--- src/rtl/lpm_map.vh ---
// Constants for the low-power mode controller.
`ifndef LPM_MAP_VH
`define LPM_MAP_VH
`define LPM_MODE_W 3
`define LPM_RUN 3'h0
`define LPM_WAIT 3'h1
`define LPM_LPRUN 3'h2
`define LPM_LPWAIT 3'h3
`define LPM_AHALT 3'h4
`define LPM_HALT 3'h5
`define LPM_WAKE 3'h6
`define LPM_FAST_WAKE_NS 5000
`define LPM_CLK_NS 4
`define LPM_FAST_WAKE_CYC ((`LPM_FAST_WAKE_NS + `LPM_CLK_NS - 1) / `LPM_CLK_NS)
`define LPM_SLOW_WAKE_CYC 2500
`define LPM_CNT_W 16
`define LPM_CNT_ONE 16'h0001
`define LPM_CNT_ZERO 16'h0000
`endif

--- src/rtl/lpm_controller.v ---
// Low-power mode sequencer: clock gating, memory and regulator control.
`timescale 1ns/10ps
`default_nettype none
`include "lpm_map.vh"
module lpm_controller #(
  parameter CNT_W = `LPM_CNT_W,
  parameter SLOW_WAKE_CYC = `LPM_SLOW_WAKE_CYC,
  parameter FAST_WAKE_CYC = `LPM_FAST_WAKE_CYC
) (
  // Clock and reset.
  input wire mclk,
  input wire rst_n,
  // CPU requests, one-cycle pulses.
  input wire wait_for_event_instruction,
  input wire wait_for_interrupt_instruction,
  input wire haltReq,
  input wire activeHaltReq,
  input wire lpRunEnter,
  input wire lpRunExit,
  // Configuration levels.
  input wire fastWakeup,
  input wire refOffInHalt,
  input wire useLowSpeedExt,
  // Wake sources.
  input wire anyIrq,
  input wire extIrq,
  input wire rtcIrq,
  input wire periphEvent,
  input wire haltWakeReq,
  // Controls.
  output reg cpuClkEn,
  output reg periphClkEn,
  output reg rtcClkEn,
  output reg flashEn,
  output reg regUlp,
  output reg refEn,
  output reg low_speed_internal_osc,
  output reg low_speed_external_osc,
  output reg irqToCpu,
  output reg [`LPM_MODE_W-1:0] mode
);
  // Wake counts are cut to the counter width on purpose.
  // A count that needs more bits also needs a wider CNT_W.
  localparam integer SLOW_INT = SLOW_WAKE_CYC;
  localparam integer FAST_INT = FAST_WAKE_CYC;
  localparam [CNT_W-1:0] SLOW_CNT = SLOW_INT[CNT_W-1:0];
  localparam [CNT_W-1:0] FAST_CNT = FAST_INT[CNT_W-1:0];
  reg [`LPM_MODE_W-1:0] next_mode;
  reg pendIrq;
  reg next_pendIrq;
  reg timerStart;
  reg [CNT_W-1:0] timerCount;
  wire timerDone;

  // Both low power run modes share their supply and memory settings.
  function lowPowerRun;
    input [`LPM_MODE_W-1:0] m;
    begin
      case (m)
        `LPM_LPRUN, `LPM_LPWAIT: begin
          lowPowerRun = 1'b1;
        end
        default: begin
          lowPowerRun = 1'b0;
        end
      endcase
    end
  endfunction

  // Both halt modes stop the peripherals and may drop the reference.
  function haltStop;
    input [`LPM_MODE_W-1:0] m;
    begin
      case (m)
        `LPM_HALT, `LPM_AHALT: begin
          haltStop = 1'b1;
        end
        default: begin
          haltStop = 1'b0;
        end
      endcase
    end
  endfunction

  function cpuRuns;
    input [`LPM_MODE_W-1:0] m;
    begin
      case (m)
        `LPM_RUN, `LPM_LPRUN: begin
          cpuRuns = 1'b1;
        end
        default: begin
          cpuRuns = 1'b0;
        end
      endcase
    end
  endfunction

  // Peripheral clocks come back while waking, ahead of the CPU clock.
  function periphRuns;
    input [`LPM_MODE_W-1:0] m;
    begin
      case (m)
        `LPM_RUN, `LPM_WAIT, `LPM_LPRUN, `LPM_LPWAIT, `LPM_WAKE: begin
          periphRuns = 1'b1;
        end
        default: begin
          periphRuns = 1'b0;
        end
      endcase
    end
  endfunction

  function rtcRuns;
    input [`LPM_MODE_W-1:0] m;
    begin
      case (m)
        `LPM_HALT: begin
          rtcRuns = 1'b0;
        end
        default: begin
          rtcRuns = 1'b1;
        end
      endcase
    end
  endfunction

  // The long count is only needed when the reference was really off.
  function [CNT_W-1:0] wakeCount;
    input fast;
    input refOff;
    begin
      if (fast || !refOff) begin
        wakeCount = FAST_CNT;
      end else begin
        wakeCount = SLOW_CNT;
      end
    end
  endfunction

  lpm_wake_timer #(.CNT_W(CNT_W)) wakeTimer (
    .mclk(mclk),
    .rst_n(rst_n),
    .start(timerStart),
    .count(timerCount),
    .done(timerDone)
  );

  always @* begin
    next_mode = mode;
    next_pendIrq = pendIrq;
    timerStart = 1'b0;
    timerCount = FAST_CNT;
    case (mode)
      `LPM_RUN: begin
        if (wait_for_event_instruction || wait_for_interrupt_instruction) begin
          next_mode = `LPM_WAIT;
        end else if (lpRunEnter) begin
          next_mode = `LPM_LPRUN;
        end else if (activeHaltReq) begin
          next_mode = `LPM_AHALT;
        end else if (haltReq) begin
          next_mode = `LPM_HALT;
        end
      end
      `LPM_WAIT: begin
        if (anyIrq || periphEvent) begin
          next_mode = `LPM_RUN;
          next_pendIrq = anyIrq;
        end
      end
      `LPM_LPRUN: begin
        // Interrupts are deliberately not looked at here.
        if (lpRunExit) begin
          next_mode = `LPM_RUN;
        end else if (wait_for_event_instruction) begin
          next_mode = `LPM_LPWAIT;
        end
      end
      `LPM_LPWAIT: begin
        if (periphEvent) begin
          next_mode = `LPM_LPRUN;
        end
      end
      `LPM_AHALT: begin
        if (rtcIrq || extIrq) begin
          next_mode = `LPM_WAKE;
          next_pendIrq = 1'b1;
          timerStart = 1'b1;
          timerCount = wakeCount(fastWakeup, refOffInHalt);
        end
      end
      `LPM_HALT: begin
        if (extIrq || haltWakeReq) begin
          next_mode = `LPM_WAKE;
          next_pendIrq = extIrq;
          timerStart = 1'b1;
          // Fast wakeup does not wait for the reference to settle.
          timerCount = wakeCount(fastWakeup, refOffInHalt);
        end
      end
      `LPM_WAKE: begin
        if (timerDone) begin
          next_mode = `LPM_RUN;
        end
      end
      default: begin
        next_mode = `LPM_RUN;
      end
    endcase
    if (pendIrq && (mode == `LPM_RUN) && cpuClkEn) begin
      next_pendIrq = 1'b0;
    end
  end

  // Outputs other than irqToCpu are registered from the next mode so they track it exactly; irqToCpu is registered from the current mode and pendIrq.
  always @(posedge mclk or negedge rst_n) begin
    if (!rst_n) begin
      mode <= `LPM_RUN;
      pendIrq <= 1'b0;
      cpuClkEn <= 1'b1;
      periphClkEn <= 1'b1;
      rtcClkEn <= 1'b1;
      flashEn <= 1'b1;
      regUlp <= 1'b0;
      refEn <= 1'b1;
      low_speed_internal_osc <= 1'b0;
      low_speed_external_osc <= 1'b0;
      irqToCpu <= 1'b0;
    end else begin
      mode <= next_mode;
      pendIrq <= next_pendIrq;
      cpuClkEn <= cpuRuns(next_mode);
      periphClkEn <= periphRuns(next_mode);
      rtcClkEn <= rtcRuns(next_mode);
      flashEn <= !(lowPowerRun(next_mode) || haltStop(next_mode));
      regUlp <= lowPowerRun(next_mode);
      refEn <= !(haltStop(next_mode) && refOffInHalt);
      low_speed_internal_osc <= lowPowerRun(next_mode) &&
        !useLowSpeedExt;
      low_speed_external_osc <= lowPowerRun(next_mode) &&
        useLowSpeedExt;
      irqToCpu <= pendIrq && (mode == `LPM_RUN) && cpuClkEn;
    end
  end
endmodule // lpm_controller
`default_nettype wire

--- src/rtl/lpm_wake_timer.v ---
// Wakeup delay counter used before clocks are released to the CPU.
`timescale 1ns/10ps
`default_nettype none
`include "lpm_map.vh"
module lpm_wake_timer #(
  parameter CNT_W = `LPM_CNT_W
) (
  // Clock and reset.
  input wire mclk,
  input wire rst_n,
  // Control.
  input wire start,
  input wire [CNT_W-1:0] count,
  output reg done
);
  reg [CNT_W-1:0] remain;
  always @(posedge mclk or negedge rst_n) begin
    if (!rst_n) begin
      remain <= {CNT_W{1'b0}};
      done <= 1'b0;
    end else if (start) begin
      remain <= count;
      done <= 1'b0;
    end else if (remain != {CNT_W{1'b0}}) begin
      remain <= remain - {{(CNT_W-1){1'b0}}, 1'b1};
      done <= (remain == {{(CNT_W-1){1'b0}}, 1'b1});
    end else begin
      done <= 1'b0;
    end
  end
endmodule // lpm_wake_timer
`default_nettype wire

--- config.mk ---
export PLATFORM = sky130hd
export DESIGN_NAME = lpm_controller
export DESIGN_NICKNAME = d
export VERILOG_FILES = /design/src/rtl/lpm_controller.v /design/src/rtl/lpm_wake_timer.v
export VERILOG_INCLUDE_DIRS = /design/src /design/src/rtl
export SDC_FILE = /design/constraint.sdc
export NUM_CORES = 1
export LEC_CHECK = 0
export ABC_CLOCK_PERIOD_IN_PS = 2100
export BUFFER_PORTS_ARGS = -buffer_cell sky130_fd_sc_hd__buf_2
export CAP_MARGIN = 10
export CORE_ASPECT_RATIO = 1.25
export CORE_MARGIN = 2
export CORE_UTILIZATION = 50
export DETAILED_ROUTE_END_ITERATION = 10
export HOLD_SLACK_MARGIN = 0.15
export PLACE_DENSITY_LB_ADDON = 0.3
export SETUP_SLACK_MARGIN = 0.2
export SYNTH_ARGS = -nofsm -noshare
export SYNTH_HDL_FRONTEND = slang
export SYNTH_SLANG_ARGS = --single-unit
--- constraint.sdc ---
create_clock -name mclk -period 2.1 [get_ports mclk]
set_clock_uncertainty 0.1 [all_clocks]
set_input_delay 0.21 -clock mclk [delete_from_list [all_inputs] [get_ports mclk]]
set_output_delay 0.21 -clock mclk [all_outputs]
set_load 0.05 [all_outputs]
==> results.yml, run 1 <==
timing:
  clock.fmax_mhz: 522
  slew_viol_final: 0
  whs_ps: 188
  post-route-period-util: 0.912
  min_period_ps: 1920
  hold_viol: 0
  worst_pin_slew_ps: 649
  max-slew-margin-rel: 0.568
  finalSetupTns_ps: 0
  rsz0062_at_grt: "yes"
  setup_violations: 0
min_path:
  worstHoldPathType: "in2reg"
  hold_depth: 3
  worstHoldStart: "lpRunEnter"
  holdPathEnd: "mode[1]"
synth:
  avgSynthCellArea_um2: 10.0
  synth.yosys.seq_area_share: 0.448
  synthArstFlopShare: 1.00
  synth_nets: 190
  synth-seq-cells: 30
  synth_cell_types: 52
  synth_area_um2: 1690
  synth_enable_flop_cells: 0
  synthCells: 168
  synthFlopType: "dfrtp_1"
  ys.warnings.count: 0
power:
  p_leak_nw: 0.962
  p_int_mw: 1.73
  power.density_nw_per_um2: 1490
  p_sw_mw: 1.50
  p_clk_frac: 0.150
  comb_power_share: 0.500
  power_frac_seq: 0.350
  switching_share: 0.464
  power_mw: 3.23
  ir_drop_uv: 959
clocking:
  cts_sinks: 30
  cts_root_buf: "clkbuf_8"
  tritoncts: "yes"
  cts_max_level: 2
  clockBufferDepth: 2
  clkSlewWorstSetupHoldPaths_ps: 70
  cts_buffers: 5
  insertion_delay_ps: 280
place:
  hpwl_mm: 2.71
  dp_cells: 236
  finalWeightedCongestion: 0.848
  numPortBuffers: 27
setup_path:
  path_cells: "or4_4 > nor3_1 > a211oi_1 > a41o_1"
  r2r-start: "wakeTimer.remain[5]"
  crit_type: "reg2reg"
  reg2reg_setup_slack_ps: 180
  r2r_end: "wakeTimer.remain[9]"
  reg2regPathDepth: 4
  cp.arrival_ps: 1990
  endpoint_kind: "flop"
  cp.required_ps: 2170
  slowest_delay_ps: 600
  slowest_stage: "or4_4"
  critPathLaunchType: "flop"
  worst-path-max-fanout: 4
floorplanning:
  rows: 23
  core-area_um2: 3220
  start_util: 0.524
  die_area_um2: 3860
  fp.dieH_um: 69.0
  design.portCount: 28
  fp.dieW_um: 56.0
finish:
  fin_util: 0.673
  regArea_um2: 764
  multi_input_area_um2: 973
  fin_cells: 250
  area_growth_pct: 28.5
  antenna_cells: 0
  nets: 234
  drive_gt1_frac: 0.385
  fillCellCount: 246
detailed_routing:
  via_per_inst: 5.99
  wl_mm: 3.97
  ant_nets: 0
  drt_pass1_iterations: 4
  vias: 1497
  drt-initial-drc-count: 35
  drt-wirelength-per-cell_um: 15.9
  drc: 0
global_routing:
  grt_max_degree: 31
  antenna_found_initial: 0
  grtUsageTotal: 0.201
  grt_pass1_wl_mm: 5.98
  grt_pass1_vias: 1392
  grt-ovfl-total: 0
flow_run:
  maxCapViolations: 0
status:
  status: "finished, final reports clean"
-- power by group through the flow --
stage	clock (mW)	combinational (mW)	sequential, mW
final	0.484	1.61	1.13
after global routing	0.524	1.76	1.17
after CTS	0.495	1.48	1.08
after detailed placement	0	1.46	1.09
after global placement	0	1.41	1.07
after floorplan	0	0.863	1.31
-- timing repair --
item	CTS	global route
resized for setup	2	16
hold buffers	3	0
pin swaps	1	2
endpoints found under the setup margin	2	12
hold endpoints to repair	28	0
buffers inserted	0	3
-- worst max-delay path, delay by kind of cell, from the launching register on --
family           cells  cell delay (ps)
AO/OA/AOI/OAI        2              370
flip-flops           1              450
AND/OR/NAND/NOR      2              890
-- area by class of cell --
cell class / instances / share of cell area
multi-input cells: 123 / 0.449
well taps: 37 / 0.0214
repair buffers: 41 / 0.114
clock inverters: 2 / 0.00577
inverters: 11 / 0.0190
clock buffers: 6 / 0.0381
flip-flops and latches: 30 / 0.353
-- Yosys cell counts, types with 3 or more instances --
library cell,number,share of area
a21oi_1,4,0.012
and3_1,3,0.011
dfrtp_1,25,0.37
dfstp_2,5,0.078
ha_1,6,0.044
inv_1,11,0.024
mux2i_1,6,0.036
nand2_1,12,0.027
nand2b_1,7,0.026
nand3_1,5,0.015
nand4_1,4,0.015
nor2_1,11,0.024
nor2b_1,4,0.015
nor3_1,9,0.027
nor4_1,4,0.015
o211ai_1,3,0.013
o21ai_0,6,0.018
-- flip-flops by register name (all words and copies together), names as in the netlist --
signal	count
regUlp	1
pendIrq	1
wakeTimer.remain	16
periphClkEn	1
irqToCpu	1
refEn	1
low_speed_external_osc	1
rtcClkEn	1
low_speed_internal_osc	1
wakeTimer.done	1
flashEn	1
cpuClkEn	1
mode	3
-- placed cells by master, fill, tap and decap left out, types with 6 or more instances in the layout --
cell and instances:
dfrtp_2 6, buf_4 11, dfrtp_1 19, o21ai_0 6
clkbuf_8 6, nor3_1 8, nand2b_1 7, mux2i_1 6
inv_1 11, nand2_1 11, buf_2 27, nor2_1 10
-- stage by stage --
stage          setup WS, ps  cell area, um^2
3_5_place_dp           40.3             1940
3_3_place_gp            187             1940
2_1_floorplan           104             1740
6_report                184             2170
4_1_cts                 197             2070
5_1_grt                 117             2170
-- kinds of logic (layout without fill, tap and decap cells) --
group,after synthesis,after routing,share of synthesized area
xor gates and xnor gates,3,3,0.0156
and+or+nand+nor,73,73,0.253
adders and majority gates,6,6,0.0445
muxes,7,7,0.0423
buffers and inverters,15,60,0.0423
AOI/OAI and AO/OA,34,34,0.154
DFF,30,30,0.448
-- routing by layer --
layer / vias to the layer above / track usage / routed length [um]
li1: 705 / - / -
met2: 50 / 0.365 / 2120
met4: 0 / 0.101 / 63
met1: 734 / 0.221 / 1590
met3: 8 / 0.0522 / 191
met5: - / 0 / 0
-- worst max-delay path by stage --
stage                              from             endpoint  cells after the start  slack (ps)
finish              wakeTimer.remain[5]  wakeTimer.remain[9]                      4         180
global route        wakeTimer.remain[5]  wakeTimer.remain[9]                      4         120
CTS                 wakeTimer.remain[1]  wakeTimer.remain[3]                      6         200
detailed placement  wakeTimer.remain[1]  wakeTimer.remain[3]                      6          40
global placement    wakeTimer.remain[1]  wakeTimer.remain[3]                      6         190
floorplan                       mode[0]          periphClkEn                      6         100
Power figures use the tool's default switching activity.
==> run 2: changes to the inputs <==
--- a/config.mk
+++ b/config.mk
@@ -6,12 +6,13 @@
 export SDC_FILE = /design/constraint.sdc
 export NUM_CORES = 1
 export LEC_CHECK = 0
+export ABC_AREA = 1
 export ABC_CLOCK_PERIOD_IN_PS = 2100
 export BUFFER_PORTS_ARGS = -buffer_cell sky130_fd_sc_hd__buf_2
 export CAP_MARGIN = 10
 export CORE_ASPECT_RATIO = 1.25
 export CORE_MARGIN = 2
-export CORE_UTILIZATION = 50
+export CORE_UTILIZATION = 51
 export DETAILED_ROUTE_END_ITERATION = 10
 export HOLD_SLACK_MARGIN = 0.15
 export PLACE_DENSITY_LB_ADDON = 0.3
==> run 2 against run 1 <==
Against the previous run: routed wire length fell by 1.5%; worst setup slack improved by 190 ps; sequential share of layout area barely moved; clock power rose by 51%; synthesized cell count rose by 39%; die area rose by 3.8%; fmax rose by 11%; critical endpoint is now periphClkEn.
==> results.yml, run 2 <==
status:
  status: "finished, final reports clean"
synth:
  synthArstFlopShare: 1.00
  netlist_top_cells_area: "dfrtp_1 35%, nand2_1 10%, dfstp_2 7.3%"
  synth-seq-cells: 30
  synth.yosys.seq_area_share: 0.422
  synth_enable_flop_cells: 0
  synth_area_um2: 1790
  synth_commonest_cells: "49 x nand2_1, 35 x nor2_1, 32 x inv_1"
  synth_nets: 256
  synthCells: 234
  yosysMostFrequentCell: "nand2_1"
  synth_cell_types: 28
  synth_top_area_cell: "dfrtp_1"
  avgSynthCellArea_um2: 7.66
  synthFlopType: "dfrtp_1"
  netlist.area_leader.share: 0.349
  ys.warnings.count: 0
min_path:
  worstHoldStart: "fastWakeup"
  worstHoldPathType: "in2reg"
  hold_depth: 4
  holdPathEnd: "wakeTimer.remain[11]"
timing:
  setup_violations: 0
  rsz0062_at_grt: "no"
  max-slew-margin-rel: 0.553
  worst_pin_slew_ps: 670
  slew_viol_final: 0
  hold_viol: 0
  clock.fmax_mhz: 580
  finalSetupTns_ps: 0
  post-route-period-util: 0.821
  min_period_ps: 1720
detailed_routing:
  drc: 0
  ant_nets: 0
  drt_pass1_iterations: 4
  drt-initial-drc-count: 53
  vias: 1566
  via_per_inst: 5.04
  wl_mm: 3.90
  drt-wirelength-per-cell_um: 12.6
setup_path:
  path_cells: "nor2_2 > nand2_1 > nor2_2 > inv_2 > o21ai_2 > inv_2 > ha_1 > nor2_1 > o21ai_1"
  cp.arrival_ps: 1840
  endpoint_kind: "flop"
  crit_type: "reg2reg"
  worst-path-max-fanout: 7
  path_buf_inv: 2
  reg2regPathDepth: 9
  cp.required_ps: 2220
  r2r-start: "mode[1]"
  slowest_stage: "dfrtp_1"
  cp_top_family: "simple AND/OR/NAND/NOR gates"
  r2r_end: "periphClkEn"
  critPathLaunchType: "flop"
  reg2reg_setup_slack_ps: 380
  slowest_delay_ps: 450
flow_run:
  maxCapViolations: 0
floorplanning:
  core-area_um2: 3420
  rows: 24
  start_util: 0.523
  fp.dieW_um: 57.0
  fp.dieH_um: 70.3
  design.portCount: 28
  die_area_um2: 4010
finish:
  final_common_cell: "nand2_1"
  antenna_cells: 0
  drive_gt1_frac: 0.261
  nets: 293
  fin_cells: 311
  largest_reg_flops: 16
  largest_register: "wakeTimer.remain"
  layout_common_cells: "49 x nand2_1, 35 x nor2_1, 32 x inv_1"
  area_growth_pct: 19.7
  reg.largest.list: "wakeTimer.remain (16), mode (3)"
clocking:
  insertion_delay_ps: 290
  tritoncts: "yes"
  cts_sinks: 30
  cts-resized-gates: 0
  clkSlewWorstSetupHoldPaths_ps: 70
  cts_root_buf: "clkbuf_8"
  cts_buffers: 5
  cts_max_level: 2
  clockBufferDepth: 2
global_routing:
  antenna_found_initial: 0
  grt_max_degree: 31
  grtUsageTotal: 0.225
  grt_pass1_vias: 1591
  grt-ovfl-total: 0
  grt_pass1_wl_mm: 6.81
place:
  finalWeightedCongestion: 0.827
  hpwl_mm: 2.92
  numPortBuffers: 27
  dp_cells: 300
power:
  power.density_nw_per_um2: 1520
  ir_drop_uv: 1060
  p_leak_nw: 1.12
[run 2: per-stage QoR]
step,instance area (um^2),utilization,power (mW),worst slack [ps],hold WS [ps]
finish,2140,0.626,3.26,376,172
detailed placement,1970,0.576,2.53,385,191
global route,2140,0.626,3.50,201,174
floorplan,1790,-,2.19,232,-186
CTS,2140,0.626,3.29,372,166
global placement,1970,0.576,2.49,417,192
[run 2: cells by family after synthesis]
family | after synthesis | synth area share
compound gates | 20 | 0.0629
fa+ha+maj | 6 | 0.0419
buf+inv | 42 | 0.0922
flops | 30 | 0.422
simple gates | 131 | 0.356
xor+xnor | 5 | 0.0244
[run 2: cell type report]
| type | instances | area (um^2) |
|---|---|---|
| fillers | 329 | 1280 |
| multi-input cells | 162 | 870 |
| flip-flops and latches | 30 | 757 |
| repair buffers | 31 | 173 |
| inverters | 41 | 154 |
| clock buffers | 6 | 82.6 |
| clock inverters | 2 | 60.1 |
| well taps | 39 | 48.8 |
[run 2: power breakdown]
part / total, mW / internal (mW) / switching [mW] / leakage, nW
logic: 1.54 / 0.456 / 1.08 / 0.681
clock network: 0.733 / 0.506 / 0.227 / 0.0714
registers: 0.985 / 0.823 / 0.162 / 0.369
[run 2: worst max-delay path by stage]
stage | startpoint | to | cells after the start
4_1_cts | mode[1] | periphClkEn | 9
5_1_grt | mode[1] | periphClkEn | 9
6_report | mode[1] | periphClkEn | 9
2_1_floorplan | mode[0] | periphClkEn | 10
3_3_place_gp | mode[1] | periphClkEn | 9
3_5_place_dp | mode[1] | periphClkEn | 9
[run 2: worst min-delay path, stage by stage]
cell     delay [ps]
buf_2           100
nor2_1           40
nand2_1         110
nand2_1          60
[run 2: what timing repair did]
item / in CTS / in global routing
hold buffers: 3 / 0
buffers inserted: 0 / 0
endpoints found under the hold margin: 28 / 0
[run 2: per-layer routing]
metal  vias to the layer above  routed length, um  GRT usage
met3                        15                122     0.0537
met2                        29               2070      0.401
met5                         -                  0          0
met1                       724               1570      0.236
li1                        798                  -          -
met4                         0                137      0.124
==> run 3: changes to the inputs <==
--- a/config.mk
+++ b/config.mk
@@ -7,7 +7,7 @@
 export NUM_CORES = 1
 export LEC_CHECK = 0
 export ABC_AREA = 1
-export ABC_CLOCK_PERIOD_IN_PS = 2100
+export ABC_CLOCK_PERIOD_IN_PS = 1500
 export BUFFER_PORTS_ARGS = -buffer_cell sky130_fd_sc_hd__buf_2
 export CAP_MARGIN = 10
 export CORE_ASPECT_RATIO = 1.25
==> constraint.sdc (replaced) <==
create_clock -name mclk -period 1.5 [get_ports mclk]
set_clock_uncertainty 0.1 [all_clocks]
set_input_delay 0.15 -clock mclk [delete_from_list [all_inputs] [get_ports mclk]]
set_output_delay 0.15 -clock mclk [all_outputs]
set_load 0.05 [all_outputs]
==> run 3 against run 2 <==
Against the previous run: the run now ends with negative setup slack left; cell area up 52%; core utilization increased by 33 points; register-to-register slack worse by 700 ps; global-route usage rose by 18 points; power grew 140%; critical path depth is 1 lower; worst setup slack got worse by 700 ps; non-clock buffer count is 72 higher; sequential power up 57%; largest power group unchanged.
==> results.yml, run 3 (synthesis results as in run 2) <==
floorplanning:
  rows: 24
  core-area_um2: 3420
  die_area_um2: 4010
  fp.dieW_um: 57.0
  design.portCount: 28
  start_util: 0.523
  fp.dieH_um: 70.3
timing:
  post-route-period-util: 1.22
  max-slew-margin-rel: 0.645
  slew_viol_final: 0
  rsz0062_at_grt: "yes"
  clock.fmax_mhz: 548
  whs_ps: 246
  hold_viol: 0
  fin_ws_ps: -325
  min_period_ps: 1830
  finalSetupTns_ps: -6080
  setup_violations: 30
  worst_pin_slew_ps: 532
flow_run:
  maxCapViolations: 0
power:
  ir_drop_uv: 2020
  p_leak_nw: 1.60
  power.density_nw_per_um2: 2360
  power_mw: 7.70
detailed_routing:
  vias: 2616
  ant_nets: 0
  drt-initial-drc-count: 411
  wl_mm: 10.9
  drc: 0
  drt-wirelength-per-cell_um: 28.3
  via_per_inst: 6.79
  drt_pass1_iterations: 6
setup_path:
  r2r-start: "mode[1]"
  slowest_delay_ps: 490
  critPathLaunchType: "flop"
  reg2regPathDepth: 8
  path_buf_inv: 1
  startpoint: "mode[1]"
  crit_type: "reg2reg"
  cp_top_family: "simple AND/OR/NAND/NOR gates"
  cp.arrival_ps: 1960
  endpoint_kind: "flop"
  r2r_end: "periphClkEn"
  slowest_stage: "dfrtp_2"
  reg2reg_setup_slack_ps: -330
  cp.required_ps: 1640
  path_cells: "buf_4 > nand3_2 > nand2_1 > nor2_2 > nand3_4 > ha_4 > nor2_4 > o21ai_2"
  worst-path-max-fanout: 6
place:
  postPlaceCellArea_um2: 2390
  numPortBuffers: 27
  dp_cells: 342
  finalWeightedCongestion: 0.898
  dpl_worst_slack_ps: -182
  hpwl_mm: 3.48
min_path:
  worstHoldStart: "lpRunEnter"
  holdPathEnd: "mode[1]"
  worstHoldPathType: "in2reg"
  hold_depth: 5
finish:
  layout_common_cells: "57 x buf_4, 33 x nand2_1, 23 x nor2_4"
  area_growth_pct: 82.3
  final_cell_area_um2: 3270
  final_common_cell: "buf_4"
  fillCellCount: 86
  nets: 366
  largest_register: "wakeTimer.remain"
  fin_cells: 385
  reg.largest.list: "wakeTimer.remain (16), mode (3)"
  fin_util: 0.954
  largest_reg_flops: 16
  drive_gt1_frac: 0.646
global_routing:
  grtUsageTotal: 0.403
  grt_pass1_vias: 2320
  antenna_found_initial: 1
  grt_pass1_wl_mm: 11.9
  grt_max_degree: 22
  grt-ovfl-total: 0
clocking:
  insertion_delay_ps: 300
  clkSlewWorstSetupHoldPaths_ps: 90
  cts_max_level: 2
  clockBufferDepth: 2
  tritoncts: "yes"
  cts_sinks: 30
  cts_root_buf: "clkbuf_8"
  cts_buffers: 5
status:
  violations: "negative setup slack"
  status: "finished with violations"
-- run 3: cell types whose count changed in the layout (fill, tap and decap cells not counted), moves of 8 or more --
cell and delta:
nand3_1 -11, nand2_1 -16, buf_2 -8, buf_4 +56, nor2_1 -22, nand3_2 +9
nor2_4 +20, nand2_2 +10, buf_6 +20, inv_1 -11
-- run 3: tightest hold or removal path: stages --
cell and delay (ps):
buf_2 90, inv_1 50, o21ai_1 100, nand2_2 90
nand3_4 130
-- run 3: timing repair --
action | in CTS | in global routing
cloned | 2 | 0
hold buffers | 4 | 0
hold endpoints to repair | 38 | 0
setup buffers | 18 | 10
setup endpoints to repair | 36 | 33
resized for setup | 73 | 59
pin swaps | 23 | 24
-- run 3: worst max path at each step --
stage	end	slack, ps	cells after the start
after detailed placement	periphClkEn	-180	10
after global placement	periphClkEn	-40	10
after CTS	periphClkEn	-130	9
after global routing	periphClkEn	-360	10
after floorplan	periphClkEn	-160	9
final	periphClkEn	-330	8
-- run 3: final cells by class --
type / instances / area, um^2 / share of cell area
clock inverters: 3 / 45.0 / 0.0138
well taps: 39 / 48.8 / 0.0149
inverters: 41 / 166 / 0.0509
diodes: 1 / 2.50 / 0.000766
repair buffers: 103 / 856 / 0.262
clock buffers: 5 / 68.8 / 0.0211
flip-flops and latches: 30 / 761 / 0.233
multi-input cells: 163 / 1320 / 0.404
-- run 3: per-layer routing --
layer  up-vias  wire, um  GRT usage
met2       307      4790      0.711
met3       159      1300     0.0833
met4         0      1350      0.248
met1      1199      3460      0.428
li1        951         -          -
met5         -         0          0
-- run 3: where the power goes --
part,leakage [nW],switching (mW),internal [mW],total (mW)
combinational,1.18,3.18,2.06,5.24
sequential,0.365,0.387,1.16,1.55
clock,0.0504,0.419,0.495,0.914
